--- config.mk ---
export PLATFORM = sky130hd
export DESIGN_NAME = chip_select_option_timing
export DESIGN_NICKNAME = d
export VERILOG_FILES = /design/src/shared/csopt_pkg.sv /design/src/logic/sync2.sv /design/src/logic/wait_counter.sv /design/src/logic/chip_select_option_timing.sv
export SDC_FILE = /design/constraint.sdc
export NUM_CORES = 1
export LEC_CHECK = 0
export BUFFER_PORTS_ARGS = -buffer_cell sky130_fd_sc_hd__clkbuf_2
export CAP_MARGIN = 20
export CELL_PAD_IN_SITES_DETAIL_PLACEMENT = 1
export CELL_PAD_IN_SITES_GLOBAL_PLACEMENT = 1
export CORE_MARGIN = 2
export CORE_UTILIZATION = 49
export DETAILED_ROUTE_END_ITERATION = 12
export PLACE_DENSITY = 0.84
export SLEW_MARGIN = 20
export SYNTH_ARGS = -nofsm -noshare
export SYNTH_HDL_FRONTEND = slang
export SYNTH_HIERARCHICAL = 1
export SYNTH_SLANG_ARGS = --single-unit
--- constraint.sdc ---
create_clock -name pclk -period 10.2 [get_ports pclk]
set_input_delay 1.02 -clock pclk [delete_from_list [all_inputs] [get_ports pclk]]
set_output_delay 1.02 -clock pclk [all_outputs]
set_load 0.005 [all_outputs]
--- src/shared/csopt_pkg.sv ---
// Constants, field layout and types of the chip select option block.
// Assumes a 100 MHz APB clock; used by the top module and the testbench.
package csopt_pkg;
  localparam int NUM_CS = 8;
  localparam int CS_IDX_W = 3;
  localparam int ADDR_W = 12;
  // Register byte offsets
  localparam logic [11:0] OPTION_BASE = 12'h000;
  localparam logic [11:0] INT_STATUS_OFS = 12'h020;
  localparam logic [11:0] INT_CLEAR_OFS = 12'h024;
  localparam logic [11:0] INT_ENABLE_OFS = 12'h028;
  localparam logic [11:0] ACCESS_STATE_OFS = 12'h02C;
  // Option register fields
  localparam int PROTECT_BIT = 0;
  localparam int RW_SELECT_BIT = 1;
  localparam int WS_LSB = 2;
  localparam int WS_W = 5;
  localparam int EXTENDED_BURST_ENABLE_BIT = 8;
  localparam int RDHOLD_BIT = 9;
  localparam int EBI_LSB = 10;
  localparam int BW_LSB = 12;
  localparam logic [31:0] OPTION_MASK_CS7 = 32'h00003F7F;
  localparam logic [31:0] OPTION_MASK_OTHER = 32'h00003E7F;
  localparam logic [4:0] WS_EXTERNAL = 5'h1F;
  localparam logic [4:0] WS_RESET_CS0 = 5'h1E;
  localparam logic [4:0] WS_RESET_OTHER = 5'h00;
  localparam logic [1:0] EBI_SDRAM = 2'h1;
  localparam logic [2:0] SDRAM_CS = 3'h7;
  localparam logic [2:0] EXTENDED_BURST_ENABLE_CS = 3'h7;
  // Interrupt status bits
  localparam int INT_DONE = 0;
  localparam int INT_PROTECT = 1;
  localparam int INT_TIMEOUT = 2;
  localparam int INT_W = 3;
  // Bus timeout monitor
  localparam int CLK_PERIOD_NS = 10;
  localparam int TIMEOUT_NS = 10240;
  localparam int TIMEOUT_CYCLES = (TIMEOUT_NS + CLK_PERIOD_NS - 1)
                                  / CLK_PERIOD_NS;
  localparam int TIMEOUT_W = 11;
  localparam logic [10:0] TIMEOUT_LAST = 11'(TIMEOUT_CYCLES - 1);
  typedef enum logic [1:0] {
    ST_IDLE = 2'b00,
    ST_ACTIVE = 2'b01,
    ST_HOLD = 2'b11
  } state_t;
endpackage : csopt_pkg

--- src/logic/sync2.sv ---
// Two flip-flop synchroniser for one level.
// Assumes the input is asynchronous to pclk.
`timescale 1ns/100ps
module sync2 (
  input wire logic pclk,
  input wire logic presetn,
  input wire logic d,
  output logic q
);
  logic meta;
  always_ff @(posedge pclk or negedge presetn) begin
    if (!presetn) begin
      meta <= 1'b1;
      q <= 1'b1;
    end else begin
      meta <= d;
      q <= meta;
    end
  end
endmodule : sync2

--- src/logic/wait_counter.sv ---
// Saturating cycle counter with match flag.
// Assumes clear and enable come from logic on pclk.
`timescale 1ns/100ps
module wait_counter #(
  parameter int W = 5
) (
  input wire logic pclk,
  input wire logic presetn,
  input wire logic clear,
  input wire logic enable,
  input wire logic [W-1:0] target,
  output logic [W-1:0] count,
  output logic hit
);
  assign hit = enable && (count == target);
  always_ff @(posedge pclk or negedge presetn) begin
    if (!presetn) begin
      count <= '0;
    end else if (clear) begin
      count <= '0;
    end else if (enable && (count != {W{1'b1}})) begin
      count <= count + W'(1);
    end
  end
endmodule : wait_counter

--- src/logic/chip_select_option_timing.sv ---
// Chip select option registers and access termination for eight selects.
// Assumes an internal requester on pclk and an APB master for software.
// Notes on behaviour
// - Read hold bit adds one address hold cycle.
// - Extended burst only on select seven.
// - Wait count field sets internal acknowledge delay.
// - Codes up to 0x1E end cycle internally.
// - Code 0x1F waits external acknowledge or times out.
// - SDRAM select with code 0x1F defers to controller.
// - Wait field resets 0x1E select zero, else zero.
// - Protect bit enables read-only or write-only region.
// - Direction conflict signals protect violation.
`timescale 1ns/100ps
module chip_select_option_timing (
  input wire logic pclk,
  input wire logic presetn,
  input wire logic [11:0] paddr,
  input wire logic psel,
  input wire logic penable,
  input wire logic pwrite,
  input wire logic [31:0] pwdata,
  output logic [31:0] prdata,
  output logic pready,
  output logic pslverr,
  input wire logic acc_req,
  input wire logic [2:0] acc_cs,
  input wire logic acc_write,
  input wire logic [31:0] acc_addr,
  input wire logic [1:0] acc_size,
  output logic acc_busy,
  output logic acc_ack,
  output logic acc_error,
  input wire logic ext_xfer_ack_n,
  input wire logic sdram_done,
  output logic [7:0] cs_n,
  output logic [31:0] mem_addr,
  output logic [1:0] mem_size,
  output logic mem_read,
  output logic [1:0] mem_width,
  output logic addr_valid,
  output logic sdram_owner,
  output logic ext_burst,
  output logic protect_violation,
  output logic irq
);
  logic [31:0] option [csopt_pkg::NUM_CS];
  logic [csopt_pkg::INT_W-1:0] int_status;
  logic [csopt_pkg::INT_W-1:0] int_enable;
  csopt_pkg::state_t state;
  csopt_pkg::state_t next_state;
  logic [2:0] cur_cs;
  logic cur_write;
  logic [31:0] cur_opt;
  logic [31:0] req_opt;
  logic [4:0] cur_ws;
  logic cur_external;
  logic cur_sdram;
  logic req_conflict;
  logic take_req;
  logic ext_ack_sync_n;
  logic ext_ack;
  logic ws_hit;
  logic [4:0] ws_count;
  logic to_hit;
  logic terminate;
  logic timed_out;
  logic apb_wr;
  logic addr_is_option;
  logic [2:0] reg_idx;
  logic mapped;
  logic [csopt_pkg::INT_W-1:0] events;
  logic accept;
  logic req_sdram;
  logic req_burst;
  logic [7:0] next_cs_n;

  // Pin input synchronisation
  sync2 ack_sync (
    .pclk(pclk),
    .presetn(presetn),
    .d(ext_xfer_ack_n),
    .q(ext_ack_sync_n)
  );
  assign ext_ack = !ext_ack_sync_n;

  // APB decode
  assign apb_wr = psel && penable && pwrite;
  assign addr_is_option = (paddr[11:5] == csopt_pkg::OPTION_BASE[11:5]);
  assign reg_idx = paddr[4:2];
  assign pready = 1'b1;
  always_comb begin
    mapped = 1'b0;
    if (paddr[1:0] == 2'b00) begin
      if (addr_is_option) begin
        mapped = 1'b1;
      end else if (paddr == csopt_pkg::INT_STATUS_OFS) begin
        mapped = !pwrite;
      end else if (paddr == csopt_pkg::INT_CLEAR_OFS) begin
        mapped = pwrite;
      end else if (paddr == csopt_pkg::INT_ENABLE_OFS) begin
        mapped = 1'b1;
      end else if (paddr == csopt_pkg::ACCESS_STATE_OFS) begin
        mapped = !pwrite;
      end
    end
  end
  assign pslverr = psel && penable && !mapped;

  // Option registers, one per chip select
  genvar g;
  generate
    for (g = 0; g < csopt_pkg::NUM_CS; g++) begin : gen_opt
      localparam logic [4:0] WS_INIT = (g == 0) ?
        csopt_pkg::WS_RESET_CS0 : csopt_pkg::WS_RESET_OTHER;
      localparam logic [31:0] MASK = (g == csopt_pkg::EXTENDED_BURST_ENABLE_CS) ?
        csopt_pkg::OPTION_MASK_CS7 : csopt_pkg::OPTION_MASK_OTHER;
      always_ff @(posedge pclk or negedge presetn) begin
        if (!presetn) begin
          option[g] <= 32'(WS_INIT) << csopt_pkg::WS_LSB;
        end else if (apb_wr && addr_is_option && paddr[1:0] == 2'b00
                     && reg_idx == 3'(g)) begin
          option[g] <= pwdata & MASK;
        end
      end
    end
  endgenerate

  // APB read data
  always_ff @(posedge pclk or negedge presetn) begin
    if (!presetn) begin
      prdata <= 32'h00000000;
    end else if (psel && !penable && !pwrite) begin
      prdata <= 32'h00000000;
      if (paddr[1:0] == 2'b00) begin
        if (addr_is_option) begin
          prdata <= option[reg_idx];
        end else if (paddr == csopt_pkg::INT_STATUS_OFS) begin
          prdata <= 32'(int_status);
        end else if (paddr == csopt_pkg::INT_ENABLE_OFS) begin
          prdata <= 32'(int_enable);
        end else if (paddr == csopt_pkg::ACCESS_STATE_OFS) begin
          prdata <= {19'h00000, ws_count, 3'h0, cur_cs, state};
        end
      end
    end
  end

  // Interrupt enable
  always_ff @(posedge pclk or negedge presetn) begin
    if (!presetn) begin
      int_enable <= '0;
    end else if (apb_wr && paddr == csopt_pkg::INT_ENABLE_OFS) begin
      int_enable <= pwdata[csopt_pkg::INT_W-1:0];
    end
  end

  // Sticky status; a new event wins over a clear in the same cycle
  always_ff @(posedge pclk or negedge presetn) begin
    if (!presetn) begin
      int_status <= '0;
    end else if (apb_wr && paddr == csopt_pkg::INT_CLEAR_OFS) begin
      int_status <= (int_status & ~pwdata[csopt_pkg::INT_W-1:0]) | events;
    end else begin
      int_status <= int_status | events;
    end
  end
  assign irq = |(int_status & int_enable);

  // Request decode and protection check
  assign req_opt = option[acc_cs];
  always_comb begin
    req_conflict = 1'b0;
    if (req_opt[csopt_pkg::PROTECT_BIT]) begin
      req_conflict = req_opt[csopt_pkg::RW_SELECT_BIT] ? !acc_write
                                                        : acc_write;
    end
  end
  assign take_req = (state == csopt_pkg::ST_IDLE) && acc_req;
  assign acc_busy = (state != csopt_pkg::ST_IDLE);

  // Accepted request and the attributes handed to the memory side
  assign accept = take_req && !req_conflict;
  assign req_sdram = (acc_cs == csopt_pkg::SDRAM_CS)
    && (req_opt[csopt_pkg::WS_LSB +: csopt_pkg::WS_W]
        == csopt_pkg::WS_EXTERNAL)
    && (req_opt[csopt_pkg::EBI_LSB +: 2] == csopt_pkg::EBI_SDRAM);
  assign req_burst = (acc_cs == csopt_pkg::EXTENDED_BURST_ENABLE_CS)
    && req_opt[csopt_pkg::EXTENDED_BURST_ENABLE_BIT];

  // Select for the coming cycle, one-hot active low
  always_comb begin
    next_cs_n = 8'hFF;
    if (accept) begin
      next_cs_n = ~(8'h01 << acc_cs);
    end else if (next_state == csopt_pkg::ST_ACTIVE) begin
      next_cs_n = ~(8'h01 << cur_cs);
    end
  end

  // Current access option fields
  assign cur_opt = option[cur_cs];
  assign cur_ws = cur_opt[csopt_pkg::WS_LSB +: csopt_pkg::WS_W];
  assign cur_external = (cur_ws == csopt_pkg::WS_EXTERNAL);
  assign cur_sdram = (cur_cs == csopt_pkg::SDRAM_CS)
    && (cur_opt[csopt_pkg::EBI_LSB +: 2] == csopt_pkg::EBI_SDRAM);

  // Wait state counter, started at chip select assertion
  wait_counter #(
    .W(5)
  ) ws_counter (
    .pclk(pclk),
    .presetn(presetn),
    .clear(state != csopt_pkg::ST_ACTIVE),
    .enable(state == csopt_pkg::ST_ACTIVE && !cur_external),
    .target(cur_ws),
    .count(ws_count),
    .hit(ws_hit)
  );

  // Bus timeout monitor for externally terminated cycles
  wait_counter #(
    .W(csopt_pkg::TIMEOUT_W)
  ) to_counter (
    .pclk(pclk),
    .presetn(presetn),
    .clear(state != csopt_pkg::ST_ACTIVE),
    .enable(state == csopt_pkg::ST_ACTIVE && cur_external && !cur_sdram),
    .target(csopt_pkg::TIMEOUT_LAST),
    .count(),
    .hit(to_hit)
  );

  // Termination source selection
  always_comb begin
    terminate = 1'b0;
    timed_out = 1'b0;
    if (state == csopt_pkg::ST_ACTIVE) begin
      if (!cur_external) begin
        terminate = ws_hit;
      end else if (cur_sdram) begin
        terminate = sdram_done;
      end else if (ext_ack) begin
        terminate = 1'b1;
      end else if (to_hit) begin
        terminate = 1'b1;
        timed_out = 1'b1;
      end
    end
  end

  // Access sequencer
  always_comb begin
    next_state = state;
    unique case (state)
      csopt_pkg::ST_IDLE: begin
        if (take_req && !req_conflict) begin
          next_state = csopt_pkg::ST_ACTIVE;
        end
      end
      csopt_pkg::ST_ACTIVE: begin
        if (terminate) begin
          if (!cur_write && cur_opt[csopt_pkg::RDHOLD_BIT]) begin
            next_state = csopt_pkg::ST_HOLD;
          end else begin
            next_state = csopt_pkg::ST_IDLE;
          end
        end
      end
      csopt_pkg::ST_HOLD: begin
        next_state = csopt_pkg::ST_IDLE;
      end
      default: begin
        next_state = csopt_pkg::ST_IDLE;
      end
    endcase
  end

  always_ff @(posedge pclk or negedge presetn) begin
    if (!presetn) begin
      state <= csopt_pkg::ST_IDLE;
    end else begin
      state <= next_state;
    end
  end

  // Captured request; address and attributes stay through the hold cycle
  always_ff @(posedge pclk or negedge presetn) begin
    if (!presetn) begin
      cur_cs <= 3'h0;
      cur_write <= 1'b0;
      mem_addr <= 32'h00000000;
      mem_size <= 2'h0;
    end else if (take_req && !req_conflict) begin
      cur_cs <= acc_cs;
      cur_write <= acc_write;
      mem_addr <= acc_addr;
      mem_size <= acc_size;
    end
  end

  // Memory side outputs
  always_ff @(posedge pclk or negedge presetn) begin
    if (!presetn) begin
      cs_n <= 8'hFF;
      addr_valid <= 1'b0;
      mem_read <= 1'b1;
      mem_width <= 2'h0;
      sdram_owner <= 1'b0;
      ext_burst <= 1'b0;
    end else begin
      cs_n <= next_cs_n;
      addr_valid <= (next_state != csopt_pkg::ST_IDLE);
      if (accept) begin
        mem_read <= !acc_write;
        mem_width <= req_opt[csopt_pkg::BW_LSB +: 2];
        sdram_owner <= req_sdram;
        ext_burst <= req_burst;
      end else if (next_state != csopt_pkg::ST_ACTIVE) begin
        sdram_owner <= 1'b0;
        ext_burst <= 1'b0;
      end
    end
  end

  // Requester answers
  always_ff @(posedge pclk or negedge presetn) begin
    if (!presetn) begin
      acc_ack <= 1'b0;
      acc_error <= 1'b0;
      protect_violation <= 1'b0;
    end else begin
      acc_ack <= terminate && !timed_out;
      acc_error <= timed_out || (take_req && req_conflict);
      protect_violation <= take_req && req_conflict;
    end
  end

  always_comb begin
    events = '0;
    events[csopt_pkg::INT_DONE] = terminate && !timed_out;
    events[csopt_pkg::INT_PROTECT] = take_req && req_conflict;
    events[csopt_pkg::INT_TIMEOUT] = timed_out;
  end
endmodule : chip_select_option_timing

# Yosys cells after proc, flatten, opt, wreduce, memory -nomap -nowiden
# Index checks and enable logic that the tools add are counted.
# classes
add_sub_neg,2
multipliers,0
div_mod_pow,0
magnitude_cmp,3
n_eq_ne,25
n_shift,2
n_mux,45
bitwise,10
n_reduce_logical,53
# ops
operator,count
$bmux W32 S3,3
$mux W32,4
$eq A12 B6 Y1 const B,4
$mux W13,3
$logic_and A1 B1 Y1,33
$mux W14,2
$mux W12,2
$mux W11,2
$mux W1,20
$eq A3 B3 Y1 const B,6
$mux W8,2
$not A8 Y8,2
$shl A1 B3 Y8 const A,2
$ge A4 B4 Y1 const B,3
$not A3 Y4,3
$add A11 B1 Y11 const B,1
$eq A11 B10 Y1 const B,1
$ne A11 B11 Y1 const B,1
$eq A5 B5 Y1 const B,2
$mux W5,2
$reduce_bool A2 Y1,5
$logic_not A1 Y1,9
$eq A2 B1 Y1 const B,4
$logic_not A7 Y1,1
16 further kinds,23
# totals
reg_bits,210
latch_bits,0
ramBits,0
mem_bits_ro,0
in_bits,90
output_inout_bits,87
elab_cells,169
memories,0

# Depth between registers and ports, before layout
# logic_depth
ltp_word,19
mapped_depth,14
mapped_depth_nobuf,12

# By module
# The synthesis kept the hierarchy.
# by_module_without_submodules
mod,instances,cells_per_inst,area_per_inst_um2,seq_area_each_um2
chip_select_option_timing,1,624,8489.4,4345.4
wait_counter (to_counter),1,80,755.7,275.3
wait_counter (ws_counter),1,29,316.6,125.1
sync2,1,2,52.6,52.6

# Worst setup path after synthesis
# No wires, ideal clock.
# synth_path
path_kind,reg-to-reg
from,register cur_cs[0]
to,register addr_valid
setup_ns,0.132
t_arrival_ns,3.180
t_required_ns,10.068
slack_ns,6.888
path_stages_with_launch,15
n_path_buf,2
period_less_slack_ns,3.312
cell_sequence,dfrtp_1 > buf_6 > buf_12 > mux2i_1 > a22oi_2 > nand2_1 > nor2_2 > nand3_4 > nor3b_1 > nand4_1 > nor3_1 > o22a_1 > nor2_1 > mux2_4 > or3b_1
# synth_via
elab_chain_cells,17
word_cells_on_any_way,26
cone_classes,eq/ne: 4; mux: 11; bitwise: 1; reduce/logical: 10
# synth_lines
element,line,rtl
from (decl),chip_select_option_timing.sv:51,logic [2:0] cur_cs;
from (signal assigned),chip_select_option_timing.sv:294,cur_cs <= acc_cs;
$not A3 Y4 (not written as such),chip_select_option_timing.sv:201,assign cur_opt = option[cur_cs];
$bmux W32 S3,chip_select_option_timing.sv:201,
$mux W12 (not written as such) (2 in a row),chip_select_option_timing.sv:201,
$eq A2 B1 Y1,chip_select_option_timing.sv:205,&& (cur_opt[csopt_pkg::EBI_LSB +: 2] == csopt_pkg::EBI_SDRAM);
$logic_and A1 B1 Y1,chip_select_option_timing.sv:205,
$logic_not A1 Y1,chip_select_option_timing.sv:227,".enable(state == csopt_pkg::ST_ACTIVE && cur_external && !cur_sdram),"
$logic_and A1 B1 Y1 (*),chip_select_option_timing.sv:227,
$logic_and A1 B1 Y1 (*),wait_counter.sv:15,assign hit = enable && (count == target);
net to_hit,chip_select_option_timing.sv:64,logic to_hit;
$mux W1 (*),chip_select_option_timing.sv:244,end else if (to_hit) begin
$mux W1 (*),chip_select_option_timing.sv:242,end else if (ext_ack) begin
$mux W1 (*),chip_select_option_timing.sv:240,end else if (cur_sdram) begin
$mux W1 (*),chip_select_option_timing.sv:238,if (!cur_external) begin
$mux W1 (*),chip_select_option_timing.sv:237,if (state == csopt_pkg::ST_ACTIVE) begin
$mux W2 (*),chip_select_option_timing.sv:261,if (terminate) begin
$pmux W2 S2 (*),chip_select_option_timing.sv:254,unique case (state)
$reduce_bool A2 Y1 (*),chip_select_option_timing.sv:312,addr_valid <= (next_state != csopt_pkg::ST_IDLE);
to (signal assigned),chip_select_option_timing.sv:312,
to (decl),chip_select_option_timing.sv:40,"output logic addr_valid,"
# Mark *: on every way through the listed nets, which the timed path passes. The rest lies on a longest branch. The select of a mux whose other input is x is not followed.
# A chain may end at the register's enable or synchronous reset.

# Final worst setup path
# layout_path
from,register cur_cs[1]
to,register addr_valid
# layout_via
word_cells_on_any_way,26
cone_classes,eq/ne: 4; mux: 11; bitwise: 1; reduce/logical: 10
# layout_rtl
element,line,rtl
$not A3 Y4 (not written as such),chip_select_option_timing.sv:201,
$bmux W32 S3,chip_select_option_timing.sv:201,
$mux W12 (not written as such) (2 in a row),chip_select_option_timing.sv:201,
net cur_opt[5],chip_select_option_timing.sv:53,logic [31:0] cur_opt;
$eq A5 B5 Y1,chip_select_option_timing.sv:203,assign cur_external = (cur_ws == csopt_pkg::WS_EXTERNAL);
$logic_and A1 B1 Y1 (2 in a row),chip_select_option_timing.sv:227,
$logic_and A1 B1 Y1,wait_counter.sv:15,
net to_hit,chip_select_option_timing.sv:64,
$mux W1,chip_select_option_timing.sv:244,
$mux W1,chip_select_option_timing.sv:242,
$mux W1,chip_select_option_timing.sv:240,
$mux W1,chip_select_option_timing.sv:238,
$mux W1,chip_select_option_timing.sv:237,
$mux W2,chip_select_option_timing.sv:261,
$pmux W2 S2,chip_select_option_timing.sv:254,
$reduce_bool A2 Y1,chip_select_option_timing.sv:312,
# The timed path passes the listed nets, and every way through them passes these cells. The select of a mux whose other input is x is not followed.

==> flow_summary_export.csv <==
group,metric,value,unit
status,outcome,"completed",
power,vdd_drop_max,0.1341,mV
power,p_per_area,194.3,nW/um^2
clock_network,clkLatencyLatePin,460,ps
grt,first_global_vias,7086,
min_path,hold_path_class,"reg -> reg",
critical_path,cp_cell_sequence,"nor2b_1 -> a22oi_1 -> o31ai_1 -> a21oi_4 -> nand3_4 -> nor3b_1 -> nand4_1 -> nor3_1 -> o22a_1 -> nor2_1 -> mux2_4 -> or3b_1",
clock_network,cts_buffers,17,
floorplan,start_util,0.4972,
grt,grtUsageTotal,0.2535,
synthesis,avgSynthCellArea,13.08,sq um
critical_path,path_max_fanout,15,
sta,timing.final.ws_setup,5966,ps
place,place_area,10470,sq um
finish,final_common_cell,"dfrtp_1",
critical_path,cp_slowest_stage_delay,780,ps
sta,max_freq,236.2,MHz
synthesis,yosysTopAreaCellShare,0.4581,
sta,fin_skew,16.05,ps
synthesis,synthAdderAreaFrac,0.003904,
critical_path,crit_path_start_kind,"register",
sta,maxSlewViolCount,0,
synthesis,syn-instance-count,735,
finish,layout_common_cells,"dfrtp_1 (176), mux2_2 (144), clkbuf_2 (136)",
synthesis,synth_top_family_by_area,"multiplexers",
routing,wl,25230,um
sta,setup_violations,0,
clock_network,clock-root-buffer,"clkbuf_16",
synthesis,ys_warn_count,6,
sta,setup_tns,0,ps
synthesis,synthFlopType,"dfrtp_1",
place,port_buffers,137,
clock_network,clk_pin_slew,80,ps
finish,nets,964,
finish,seq_area,4798,sq um
sta,hold_violations,0,
finish,antenna_cells,0,
finish,drive_gt1_frac,0.4514,
finish,area_growth_syn_to_layout,15.53,%
synthesis,synth_mux_area_frac,0.2939,
power,p_leak,5.198,nW
synthesis,synthXorXnorAreaFrac,0.01913,
sta,rsz0062_at_grt,"no",
sta,min_period,4234,ps
routing,drtIter0Drc,380,
floorplan,row_count,51,
sta,timing.final.crit_share,0.4151,
grt,grt_max_degree,126,
critical_path,ff2ff_setup_slack,5970,ps
finish,final_util,0.5745,
floorplan,dieWidth,144.1,um
synthesis,synth_compound_area_frac,0.05648,
critical_path,crit_required,10530,ps
place,place_hpwl,16980,um
synthesis,yosysTopAreaCell,"dfrtp_1",
sta,worst_pin_slew,1062,ps
routing,routed-via-count,6695,
synthesis,synth_area_leaders,"dfrtp_1 (46%), mux2_2 (17%), mux4_2 (8.2%), dfstp_2 (4.1%), mux2i_1 (3.2%)",
synthesis,ys_ff_latch,191,
clock_network,htreeDepth,4,
finish,fillCellCount,2006,
routing,drc,0,
floorplan,dieHeight,144.1,um
clock_network,cts_tree,"yes",
routing,ant_nets,0,
place,post-place-ws,6027,ps
grt,gr-total-overflow,0,
critical_path,crit_family,"simple AND/OR/NAND/NOR gates",
grt,grt_pass1_wl,39360,um
synthesis,yosysSeqAreaShare,0.4991,
clock_network,hold_buffers,0,
clock_network,cts_sinks,191,
routing,viasPerCell,5.827,
synthesis,synth_area,9614,sq um
clock_network,cts_setup_buffers,0,
critical_path,cp_data_arrival_time,4560,ps
floorplan,die_area,20760,sq um
synthesis,ys_types,65,
synthesis,yosys.area_share.simple,0.08472,
sta,maxSlewHeadroom,0.2913,
routing,first_pass_iters,5,
clock_network,cts_resized,0,
routing,wire_per_inst,21.96,um
synthesis,async_reset_ff_frac,1.000,
floorplan,io_pins,177,
grt,antenna_found_initial,1,
clock_network,clk_path_buf_depth,2,
finish,multiInputGateArea,4546,sq um
critical_path,slowest_stage,"dfrtp_1",
synthesis,synth-edff-count,0,
critical_path,crit_buf_inv,0,
critical_path,worst-setup-path-type,"reg -> reg",
floorplan,core_region_area,19330,sq um
finish,final_area,11110,sq um
critical_path,critical_path.endpoint_type,"register",
place,globalplace.congestion,0.8068,
job,maxCapViolCount,0,
[worst register-to-register path, stage by stage, from the launching register on]
cell     delay, ps
dfrtp_1        780
nor2b_1        270
a22oi_1        250
o31ai_1        140
a21oi_4        210
nand3_4        150
nor3b_1        760
nand4_1        190
nor3_1         350
o22a_1         250
nor2_1          70
mux2_4         300
or3b_1         380
[synth_stat cells (5+ instances only)]
master and n:
dfrtp_1 176, mux2_2 144, nor2_1 43, nand2_1 36, mux4_2 35, mux2i_1 31
buf_4 25, buf_2 15, dfstp_2 15, nand3_1 15, nor3_1 14, a21oi_1 13
o21ai_0 13, xnor2_1 13, a22oi_1 11, clkbuf_1 10, xor2_1 8, buf_1 7
inv_1 7, nor2b_1 7, nand4_1 6, nand2b_1 5, o31ai_1 5
[area by class of cell]
type / instances / area share
inverters: 7 / 0.002366
flip-flops and latches: 191 / 0.4320
clock buffers: 17 / 0.03830
repair buffers: 149 / 0.07277
well taps: 265 / 0.02985
clock inverters: 15 / 0.01543
multi-input cells: 505 / 0.4093
[path summary, 6_finish.rpt]
kind	start	endpoint	cells after the start
setup reg to reg	cur_cs[1]$_DFFE_PN0P_	addr_valid$_DFF_PN0_	12
hold / removal	ack_sync/meta$_DFF_PN1_	ack_sync/q$_DFF_PN1_	0
hold reg to reg	ack_sync/meta$_DFF_PN1_	ack_sync/q$_DFF_PN1_	0
min in group asynchronous	presetn	to_counter/count[7]$_DFFE_PN0P_	1
setup / recovery	cur_cs[1]$_DFFE_PN0P_	addr_valid$_DFF_PN0_	12
max in group asynchronous	presetn	prdata[13]$_DFFE_PN0P_	2
[through the flow]
stage | power, mW | hold WS (ps) | instances
2_1_floorplan | 1.302 | 345.2 | 764
4_1_cts | 2.173 | 360.8 | 1147
5_1_grt | 2.261 | 361.9 | 1149
6_report | 2.158 | 359.7 | 1149
3_3_place_gp | 1.476 | 348.6 | 1115
3_5_place_dp | 1.505 | 347.6 | 1115
[logic make-up after synthesis]
kind of cell,Yosys count
buffers and inverters,68
muxes,215
DFF,191
other,2
AOI/OAI and AO/OA,76
and+or+nand+nor,159
adders and majority gates,3
xor gates and xnor gates,21
[per-layer routing]
layer,routed length (um),global-route usage
met2,13000,0.4301
met1,10230,0.3209
met4,473,0.07740
met5,13,0
met3,1514,0.06523
[sequential cells by signal, summed over array words and instances (netlist names), 5 cells and up]
signal / cells
option: 97
prdata: 13
cs_n: 8
to_counter/count: 11
mem_addr: 32
ws_counter/count: 5
[power breakdown]
group / switching (mW) / internal, mW
registers: 0.0812 / 0.873
clock network: 0.337 / 0.329
logic: 0.280 / 0.257
total: 0.699 / 1.46
Note: power is estimated with default switching activity, not from simulation.
